<file path="src/logic/eis_pkg.sv">
// package for the execution / interrupt status fields of the program status word
// assumes one core clock and an asynchronous active-low reset
package eis_pkg;
  // =====================================================
  // field positions
  localparam int unsigned EIS_RCB_HI_MSB = 26;
  localparam int unsigned EIS_RCB_HI_LSB = 25;
  localparam int unsigned EIS_ISET_POS = 24;
  localparam int unsigned EIS_RCB_LO_MSB = 15;
  localparam int unsigned EIS_RCB_LO_LSB = 10;
  localparam int unsigned EIS_EXC_MSB = 5;
  // =====================================================
  // reset values
  localparam logic [1:0] EIS_RCB_HI_RST = 2'h0;
  localparam logic [5:0] EIS_RCB_LO_RST = 6'h00;
  localparam logic EIS_ISET_RST = 1'b1;
  localparam logic [5:0] EIS_EXC_RST = 6'h00;
  // =====================================================
  // exception numbers
  localparam logic [5:0] EIS_EXC_THREAD = 6'h00;
  localparam logic [5:0] EIS_EXC_NMI = 6'h02;
  localparam logic [5:0] EIS_EXC_HARD = 6'h03;
  localparam logic [5:0] EIS_EXC_MEM = 6'h04;
  localparam logic [5:0] EIS_EXC_BUS = 6'h05;
  localparam logic [5:0] EIS_EXC_USAGE = 6'h06;
  localparam logic [5:0] EIS_EXC_SVC = 6'h0B;
  localparam logic [5:0] EIS_EXC_PENDSERV = 6'h0E;
  localparam logic [5:0] EIS_EXC_TICK = 6'h0F;
  localparam logic [5:0] EIS_EXC_IRQ_FIRST = 6'h10;
  localparam logic [5:0] EIS_EXC_IRQ_LAST = 6'h3B;
  // =====================================================
  // status-register read views
  typedef enum logic [1:0] {
    EIS_VIEW_FULL = 2'b00,
    EIS_VIEW_EXEC = 2'b01,
    EIS_VIEW_INTR = 2'b10,
    EIS_VIEW_APP = 2'b11
  } eis_view_e;
  // mode of the execution-state field
  typedef enum logic [1:0] {
    EIS_ST_IDLE = 2'b00,
    EIS_ST_RESUME = 2'b01,
    EIS_ST_CONDBLK = 2'b10
  } eis_state_e;

  // legal active-exception numbers only
  function automatic logic eis_exc_legal(input logic [5:0] n);
    eis_exc_legal = (n == EIS_EXC_THREAD) || ((n >= EIS_EXC_NMI) && (n <= EIS_EXC_USAGE)) ||
      (n == EIS_EXC_SVC) || (n == EIS_EXC_PENDSERV) || (n == EIS_EXC_TICK) ||
      ((n >= EIS_EXC_IRQ_FIRST) && (n <= EIS_EXC_IRQ_LAST));
  endfunction : eis_exc_legal
endpackage : eis_pkg

</file>
<file path="src/logic/eis_status_fields.sv">
// execution-state and active-exception fields of the combined status word
// assumes the core pulses its event inputs for one cycle; reads are combinational views
// assumes every event input comes from core logic on ref_clk_in, so none is synchronised
// assumes at most one of pause, done, start and advance per cycle, ranked if not
// Notes on behaviour
// - resume/conditional-block state held at 26:25 and 15:10, both reset zero.
// - in resume mode bits 26:25 are forced to zero.
// - in resume mode bits 11:10 are zero; 15:12 hold the register number.
// - interrupt during a multiple transfer records next register in 15:12.
// - after service the transfer resumes at the saved register, not restarted.
// - up to four instructions after if-then form a tracked conditional block.
// - block instructions share a condition or its inverse, all conditional.
// - instruction-set state bit at 24, resets to one, read only.
// - exchange branches and pc pop load the bit from address bit zero.
// - exception return reloads the bit from the stacked status word.
// - exception entry and reset load the bit from vector bit zero.
// - executing with the bit clear raises a fault instead.
// - bits 5:0 give the active handler's exception number.
// - fields meaningful only through their proper views.
// - software reads of execution bits return zero; writes ignored.
// - software writes to the exception number are ignored.
`timescale 1ns/1ps
module eis_status_fields
  import eis_pkg::*;
(
  input wire logic ref_clk_in,
  input wire logic arst_n_in,
  // multiple-transfer events
  input wire logic xfer_irq_pause_in,
  input wire logic [3:0] xfer_next_reg_in,
  input wire logic xfer_resume_in,
  input wire logic xfer_done_in,
  // conditional-block events
  input wire logic condblk_start_in,
  input wire logic [7:0] condblk_state_in,
  input wire logic condblk_advance_in,
  // instruction-set state sources
  input wire logic branch_exchange_in,
  input wire logic [31:0] branch_target_in,
  input wire logic vector_load_in,
  input wire logic [31:0] vector_value_in,
  // exception entry and return
  input wire logic exc_entry_in,
  input wire logic [5:0] exc_number_in,
  input wire logic exc_return_in,
  input wire logic [31:0] stacked_status_in,
  input wire logic [5:0] return_number_in,
  input wire logic exec_attempt_in,
  // software status-register read
  input wire logic [1:0] sw_view_in,
  output logic [31:0] sw_read_out,
  // core-side outputs
  output logic [31:0] combined_status_out,
  output logic resume_valid_out,
  output logic [3:0] resume_reg_out,
  output logic condblk_active_out,
  output logic [3:0] condblk_cond_out,
  output logic exec_fault_out
);
  logic [1:0] rcb_hi_q, rcb_hi_d;
  logic [5:0] rcb_lo_q, rcb_lo_d;
  logic iset_q, iset_d;
  logic [5:0] exc_q, exc_d;
  logic fault_q;
  eis_state_e st_q, st_d;
  logic [7:0] stk_rcb;
  logic [7:0] blk_next;
  logic [7:0] blk_cur;
  logic stk_is_idle, stk_is_resume, blk_last;
  logic exc_entry_ok, exc_return_ok, view_shows_exc;
  logic [31:0] exec_bits, intr_bits;
  wire eis_view_e view = eis_view_e'(sw_view_in);

  // =====================================================
  // field layout of the combined word
  // 31:27 condition flags, not held here, read as zero
  // 26:25 upper piece of the resume or conditional-block state
  // 24 instruction-set state bit
  // 23:16 reserved, zero
  // 15:10 lower piece; in resume form 15:12 is the register, 11:10 zero
  // 9:6 reserved, zero
  // 5:0 active exception number

  // =====================================================
  // next-state decode
  // stacked field split back into hi/lo pieces on exception return
  assign stk_rcb = {stacked_status_in[EIS_RCB_HI_MSB:EIS_RCB_HI_LSB],
                    stacked_status_in[EIS_RCB_LO_MSB:EIS_RCB_LO_LSB]};
  // zero upper piece, zero bits 11:10 and nonzero 15:12 read back as a resume record; an if-then
  // state of that shape cannot be told apart, a limit of the shared encoding
  assign stk_is_idle = (stk_rcb == 8'h00);
  assign stk_is_resume = (stk_rcb[7:6] == 2'h0) && (stk_rcb[1:0] == 2'h0);
  // block state as {15:10, 26:25}: base condition on top, mask below it
  assign blk_cur = {rcb_lo_q, rcb_hi_q};
  // mask shifts left once per block instruction, base condition bits stay
  assign blk_next = {blk_cur[7:5], blk_cur[3:0], 1'b0};
  // low three bits clear marks the last of at most four block instructions
  assign blk_last = (blk_cur[2:0] == 3'h0);

  // return and pause outrank the per-state events; done only ends a resume record
  always_comb begin
    rcb_hi_d = rcb_hi_q;
    rcb_lo_d = rcb_lo_q;
    st_d = st_q;
    if (exc_return_in) begin
      // resumed from stacked word; resume form recognised by zero upper piece and zero low bits
      rcb_hi_d = stk_rcb[7:6];
      rcb_lo_d = stk_rcb[5:0];
      if (stk_is_idle) begin
        st_d = EIS_ST_IDLE;
      end else if (stk_is_resume) begin
        st_d = EIS_ST_RESUME;
      end else begin
        st_d = EIS_ST_CONDBLK;
      end
    end else if (xfer_irq_pause_in) begin
      rcb_hi_d = 2'h0;
      rcb_lo_d = {xfer_next_reg_in, 2'h0};
      st_d = EIS_ST_RESUME;
    end else begin
      unique case (st_q)
        EIS_ST_IDLE: begin
          if (condblk_start_in) begin
            rcb_hi_d = condblk_state_in[1:0];
            rcb_lo_d = condblk_state_in[7:2];
            st_d = EIS_ST_CONDBLK;
          end
        end
        EIS_ST_RESUME: begin
          if (xfer_done_in) begin
            rcb_hi_d = EIS_RCB_HI_RST;
            rcb_lo_d = EIS_RCB_LO_RST;
            st_d = EIS_ST_IDLE;
          end else if (condblk_start_in) begin
            rcb_hi_d = condblk_state_in[1:0];
            rcb_lo_d = condblk_state_in[7:2];
            st_d = EIS_ST_CONDBLK;
          end
        end
        EIS_ST_CONDBLK: begin
          if (condblk_start_in) begin
            // base condition plus mask; mask bits pick condition or inverse
            rcb_hi_d = condblk_state_in[1:0];
            rcb_lo_d = condblk_state_in[7:2];
          end else if (condblk_advance_in) begin
            if (blk_last) begin
              rcb_hi_d = EIS_RCB_HI_RST;
              rcb_lo_d = EIS_RCB_LO_RST;
              st_d = EIS_ST_IDLE;
            end else begin
              rcb_hi_d = blk_next[1:0];
              rcb_lo_d = blk_next[7:2];
            end
          end
        end
        default: begin
          // the one unused code falls back to an empty field
          rcb_hi_d = EIS_RCB_HI_RST;
          rcb_lo_d = EIS_RCB_LO_RST;
          st_d = EIS_ST_IDLE;
        end
      endcase
    end
  end

  // instruction-set bit: vector, stacked word, then branch target
  always_comb begin
    iset_d = iset_q;
    if (vector_load_in) begin
      iset_d = vector_value_in[0];
    end else if (exc_return_in) begin
      iset_d = stacked_status_in[EIS_ISET_POS];
    end else if (branch_exchange_in) begin
      iset_d = branch_target_in[0];
    end
  end

  // illegal numbers are dropped so the field never shows a reserved code
  assign exc_entry_ok = exc_entry_in && eis_exc_legal(exc_number_in);
  assign exc_return_ok = exc_return_in && eis_exc_legal(return_number_in);
  always_comb begin
    exc_d = exc_q;
    if (exc_entry_ok) begin
      exc_d = exc_number_in;
    end else if (exc_return_ok) begin
      exc_d = return_number_in;
    end
  end

  // =====================================================
  // state registers; no software write path exists at all
  always_ff @(posedge ref_clk_in or negedge arst_n_in) begin
    if (!arst_n_in) begin
      rcb_hi_q <= EIS_RCB_HI_RST;
      rcb_lo_q <= EIS_RCB_LO_RST;
      iset_q <= EIS_ISET_RST;
      exc_q <= EIS_EXC_RST;
      st_q <= EIS_ST_IDLE;
      fault_q <= 1'b0;
    end else begin
      rcb_hi_q <= rcb_hi_d;
      rcb_lo_q <= rcb_lo_d;
      iset_q <= iset_d;
      exc_q <= exc_d;
      st_q <= st_d;
      // one-cycle flag; the core chooses between fault and lockup
      fault_q <= exec_attempt_in && !iset_q;
    end
  end

  // =====================================================
  // views; reserved bits 23:16 and 9:6 always zero
  assign exec_bits = {5'h00, rcb_hi_q, iset_q, 8'h00, rcb_lo_q, 10'h000};
  assign intr_bits = {26'h0000000, exc_q};
  assign combined_status_out = exec_bits | intr_bits;
  // software never sees execution bits; exception number only in full/intr view
  assign view_shows_exc = (view == EIS_VIEW_FULL) || (view == EIS_VIEW_INTR);
  assign sw_read_out = view_shows_exc ? intr_bits : 32'h00000000;
  assign resume_valid_out = (st_q == EIS_ST_RESUME);
  assign resume_reg_out = rcb_lo_q[5:2];
  assign condblk_active_out = (st_q == EIS_ST_CONDBLK);
  // current condition: base bits plus the mask bit that picks it or its inverse
  assign condblk_cond_out = blk_cur[7:4];
  assign exec_fault_out = fault_q;
endmodule : eis_status_fields

</file>
<file path="config.mk">
export PLATFORM = sky130hd
export DESIGN_NAME = eis_status_fields
export DESIGN_NICKNAME = d
export VERILOG_FILES = /design/src/logic/eis_pkg.sv /design/src/logic/eis_status_fields.sv
export SDC_FILE = /design/constraint.sdc
export NUM_CORES = 1
export LEC_CHECK = 0
export ABC_CLOCK_PERIOD_IN_PS = 2100
export BUFFER_PORTS_ARGS = -buffer_cell sky130_fd_sc_hd__buf_2
export CAP_MARGIN = 30
export CORE_AREA = 2 2 81 83
export CTS_CLUSTER_DIAMETER = 60
export DETAILED_ROUTE_END_ITERATION = 6
export DIE_AREA = 0 0 83 85
export PLACE_DENSITY = 0.66
export SLEW_MARGIN = 0
export SYNTH_ARGS = -nofsm -noshare
export SYNTH_HDL_FRONTEND = slang
export SYNTH_SLANG_ARGS = --single-unit
export TNS_END_PERCENT = 10
</file>
<file path="constraint.sdc">
create_clock -name ref_clk_in -period 2.1 [get_ports ref_clk_in]
set_input_delay 0.105 -clock ref_clk_in [delete_from_list [all_inputs] [get_ports ref_clk_in]]
set_output_delay 0.105 -clock ref_clk_in [all_outputs]
set_load 0.05 [all_outputs]
</file>
== Word-level counts from Yosys, hierarchy flattened ==
Index checks and enable logic that the tools add are counted.
Storage, ports and cells
  bits in registers: 18
  output and inout port bits: 75
  word-level logic and storage cells: 94
  input bits: 134
Operators by class
  multiplexer cells: 32
  bitwise logic cells: 1
  eq/ne operators: 14
  reduce and logical (&&, ||, !) cells: 32
  order comparisons: 8
Operator list (count)
  2-to-1 mux 6 bit: 10
  == test 6 x 4 -> 1 bit (second input constant): 6
  2-to-1 mux 2 bit: 16
  OR 27 x 6 -> 27 bit: 1
  case mux 6 bit (3 select lines): 1
  greater-or-equal comparator 6 x 2 -> 1 bit (second input constant): 2
  greater-or-equal comparator 6 x 5 -> 1 bit (second input constant): 2
  less-or-equal comparator 6 x 3 -> 1 bit (second input constant): 2
  less-or-equal comparator 6 bit (second input constant): 2
  zero test 6 bit: 2
  case mux 2 bit (3 select lines): 2
  logical OR 1 bit: 11
  logical AND 1 bit: 8
  zero test 2 bit: 4
  zero test 8 bit: 1
  inequality test 4 bit (second input constant): 2
  inequality test 5 x 4 -> 1 bit (second input constant): 1
  inequality test 5 bit (second input constant): 1
  == test 2 bit (second input constant): 2
  inequality test 4 x 3 -> 1 bit (second input constant): 1
  zero test 3 bit: 1
  2-to-1 mux 1 bit: 3
  AND reduction 3 bit: 1
  nonzero test 3 bit: 1
  4 further kinds: 4

== Longest topological paths before layout ==
  depth in word-level cells: 10
  depth in mapped cells: 6
  gate-level depth less buffers: 6

== Least setup slack after synthesis ==
Ideal clock, no wire load.
  kind: reg-to-reg
  start: reg rcb_hi_q[0]
  end: reg rcb_lo_q[2]
  setup time: 0.082 ns
  arrival: 1.605 ns
  path slack: 0.413 ns
  buffers on the path: 0
  clock period less this slack: 1.687 ns
  cell stages (with the launch flop): 6
  required time: 2.018 ns
  cell sequence: dfrtp_1 -> nor3_1 -> or3b_2 -> a21oi_1 -> o21ai_0 -> a31oi_1
Between the ends
  cells in the longest elaborated chain, start to end: 7
RTL lines
  from (decl): line eis_status_fields.sv:60  | logic [1:0] rcb_hi_q, rcb_hi_d;
  from (signal assigned): line eis_status_fields.sv:201  | rcb_hi_q <= rcb_hi_d;
  zero test 3 bit: line eis_status_fields.sv:98  | assign blk_last = (blk_cur[2:0] == 3'h0);
  2-to-1 mux 6 bit: line eis_status_fields.sv:146  | if (blk_last) begin
  2-to-1 mux 6 bit: line eis_status_fields.sv:145  | end else if (condblk_advance_in) begin
  2-to-1 mux 6 bit: line eis_status_fields.sv:141  | if (condblk_start_in) begin
  case mux 6 bit (3 select lines): line eis_status_fields.sv:121  | unique case (st_q)
  2-to-1 mux 6 bit: line eis_status_fields.sv:116  | end else if (xfer_irq_pause_in) begin
  2-to-1 mux 6 bit: line eis_status_fields.sv:105  | if (exc_return_in) begin
  to (signal assigned): line eis_status_fields.sv:202  | rcb_lo_q <= rcb_lo_d;
  to (decl): line eis_status_fields.sv:61  | logic [5:0] rcb_lo_q, rcb_lo_d;
No other way between the ends. The select of a mux whose other input is x is not followed.
A chain may end at the register's enable or synchronous reset.

== Worst setup path in the final report ==
  start: reg st_q[0]
  end: reg rcb_lo_q[0]
Between the ends
  cells in the longest elaborated chain, start to end: 4
  elaborated cells on any way between the ends: 7
  classes of those cells: 3 x eq/ne; 3 x mux; 1 x reduce/logical
RTL lines
  from (decl): line eis_status_fields.sv:65  | eis_state_e st_q, st_d;
  from (signal assigned): line eis_status_fields.sv:205  | st_q <= st_d;
  == test 2 bit, or another cell as far along: line eis_status_fields.sv:121
  case mux 6 bit (3 select lines): line eis_status_fields.sv:121
  2-to-1 mux 6 bit: line eis_status_fields.sv:116
  2-to-1 mux 6 bit: line eis_status_fields.sv:105
Parallel ways exist; a longest one is shown, timed or not.

==> results.ini <==
[clock_tree]
cts_sinks=18
clk_pin_slew_ns=0.08
root_buffer=clkbuf_8
tritoncts=yes
cts_buffer_depth=2
h-tree-depth=1
clock_latency_ns=0.26
cts_resized=0
cts_made_buffers=3

[worst_setup_path]
crit_family=simple AND/OR/NAND/NOR gates
cp-start-kind=flip-flop
worst_path_largest_cell_delay_ns=0.66
cpMaxStageDelayCell=or4_1
crit_buf_inv=0
critPathMaxFanout=9
end_kind=flip-flop
arrival_ns=1.76
worstSetupPathType=flip-flop to flip-flop
r2r_slack_ns=0.47
crit_required_ns=2.23
path_cells=nand2b_1 -> or4_1 -> nor2_1 -> a21oi_1

[drt]
wl_per_cell_um=11.9
vias_per_cell=4.43
dr_total_vias=1524
drc=0
wl_mm=4.11
first_iter_violations=116
ant_nets=0
first_pass_iters=4

[synthesis]
ys_seq_area_share_pct=27.8
ys_ff_latch=18
syn_avg_cell_area_um2=8.28
synth_warnings=0
synth_area_um2=1620
ys_types=39
syn_inst=196

[layout]
nFillCells=653
fin_util_pct=31.3
nets=402
multiInputGateArea_um2=911
final_area_um2=1940
synthToLayoutAreaGrowth_pct=19.8
diodes=0
final_common_cell=buf_2
regArea_um2=452
drive_gt1_share_pct=36.3
stdcell_count=344
layout_common_cells=78 x buf_2, 43 x conb_1, 17 x dfrtp_1

[floorplanning]
die_y_um=85
rows=29
core_area_um2=6200
dieWidth_um=83
initial_core_util_pct=26.2
ios=209
dieArea_um2=7060

[placed_design]
dp_slack_ns=0.504
portBuffers=78
placed_cell_area_um2=1880
dp.cells=339
gp_congestion=0.858
dpl.hpwl_mm=3.37

[global_route]
antenna_found_initial=0
grt_pass1_vias=1377
grt_max_degree=23
grt_first_pass_wirelength_mm=6.74
gr-total-overflow=0
grt_usage_pct=11.6

[timing]
fin_ws_ns=0.470
fin_crit_sh_pct=77.6
rsz0062_at_grt=false
final.setup.tns_ns=0
fmaxAchievable_mhz=613
period_needed_ns=1.63
holdWs_ns=0.0316
finalMaxSlewViolations=0
hold_viol_final=0
setup_viol=0
skew_ns=0.00624

[power_and_ir_drop]
powerDensity_nw_per_um2=728
leakage_nw=0.980
worst_ir_drop_vdd_mv=0.236
total_power_mw=1.42

[run]
maxCapViolCount=0

[hold_path]
worstHoldPathType=input port to flip-flop

[run_status]
outcome=finished clean

worst reg2reg max path, cell delays in order (launching register included):
cell      delay (ns)
dfrtp_1         0.42
nand2b_1        0.22
or4_1           0.66
nor2_1          0.15
a21oi_1         0.05
cell families after synthesis:
logic type,after synthesis,synth area share (%)
and+or+nand+nor,61,20.2
buffers and inverters,59,25.8
AOI/OAI and AO/OA,45,17.8
DFF,18,27.8
muxes,12,8.17
other,1,0.231
cells in the mapped netlist, drive strengths merged:
| library cell | n | area [um^2] |
|---|---|---|
| a21boi | 1 | 7.51 |
| or2 | 2 | 12.5 |
| nand3b | 3 | 22.5 |
| o21a | 1 | 7.51 |
| nand2b | 2 | 12.5 |
| nor2 | 15 | 56.3 |
| a31oi | 1 | 6.26 |
| nand4 | 4 | 40.0 |
| o22ai | 3 | 18.8 |
| a2111oi | 1 | 8.76 |
| a211oi | 5 | 37.5 |
| or4 | 1 | 7.51 |
| nor4 | 1 | 6.26 |
| o41ai | 1 | 8.76 |
| nor2b | 11 | 68.8 |
| inv | 2 | 7.51 |
| a31o | 1 | 8.76 |
| o31ai | 1 | 7.51 |
| nand3 | 2 | 10.0 |
| and3b | 2 | 17.5 |
| nand2 | 16 | 60.1 |
| nor3 | 1 | 5.00 |
| or3b | 1 | 8.76 |
| dfrtp | 17 | 425 |
| mux2i | 2 | 20.0 |
| a21oi | 12 | 60.1 |
| a22oi | 7 | 52.6 |
| o21ai | 9 | 45.0 |
| dfstp | 1 | 26.3 |
| buf | 54 | 399 |
| mux2 | 10 | 113 |
| conb | 1 | 3.75 |
| clkbuf | 3 | 11.3 |
| o211ai | 2 | 20.0 |
report_power, final:
part	internal (mW)	switching, mW
registers	0.387	0.0360
clock network	0.167	0.124
logic	0.156	0.547
path summary, 6_finish.rpt:
check / from / end / depth (start not counted)
min in group asynchronous: arst_n_in / rcb_lo_q[1] / 2
worst max register to register: st_q[0] / rcb_lo_q[0] / 4
max in group asynchronous: arst_n_in / iset_q / 2
worst min-delay path: vector_load_in / iset_q / 2
worst max-delay path: st_q[0] / rcb_lo_q[0] / 4
worst min register to register: iset_q / exec_fault_out / 1
timing repair:
item                      in CTS  in global routing
buffers inserted               0                  0
hold endpoints to repair      17                  0
hold buffers                   1                  0
final cells by class:
class | instances | area share, %
clock buffers | 4 | 2.83
well taps | 77 | 4.95
repair buffers | 82 | 21.8
flip-flops and latches | 18 | 23.2
inverters | 2 | 0.386
multi-input cells | 161 | 46.8
sequential cells by signal, indices dropped and copies added, names as in the netlist:
register	flops
st_q	2
rcb_hi_q	2
iset_q	1
exc_q	6
rcb_lo_q	6
exec_fault_out	1
layer usage:
metal  up-vias  global-route usage (%)  part of all wire [%]
li1        735                       -                     -
met1       715                    15.3                    45
met2        70                    18.8                    47
met3         4                    1.95                   7.0
met4         0                    4.92                   1.8
met5         -                       0                     0
Power figures use the tool's default switching activity.
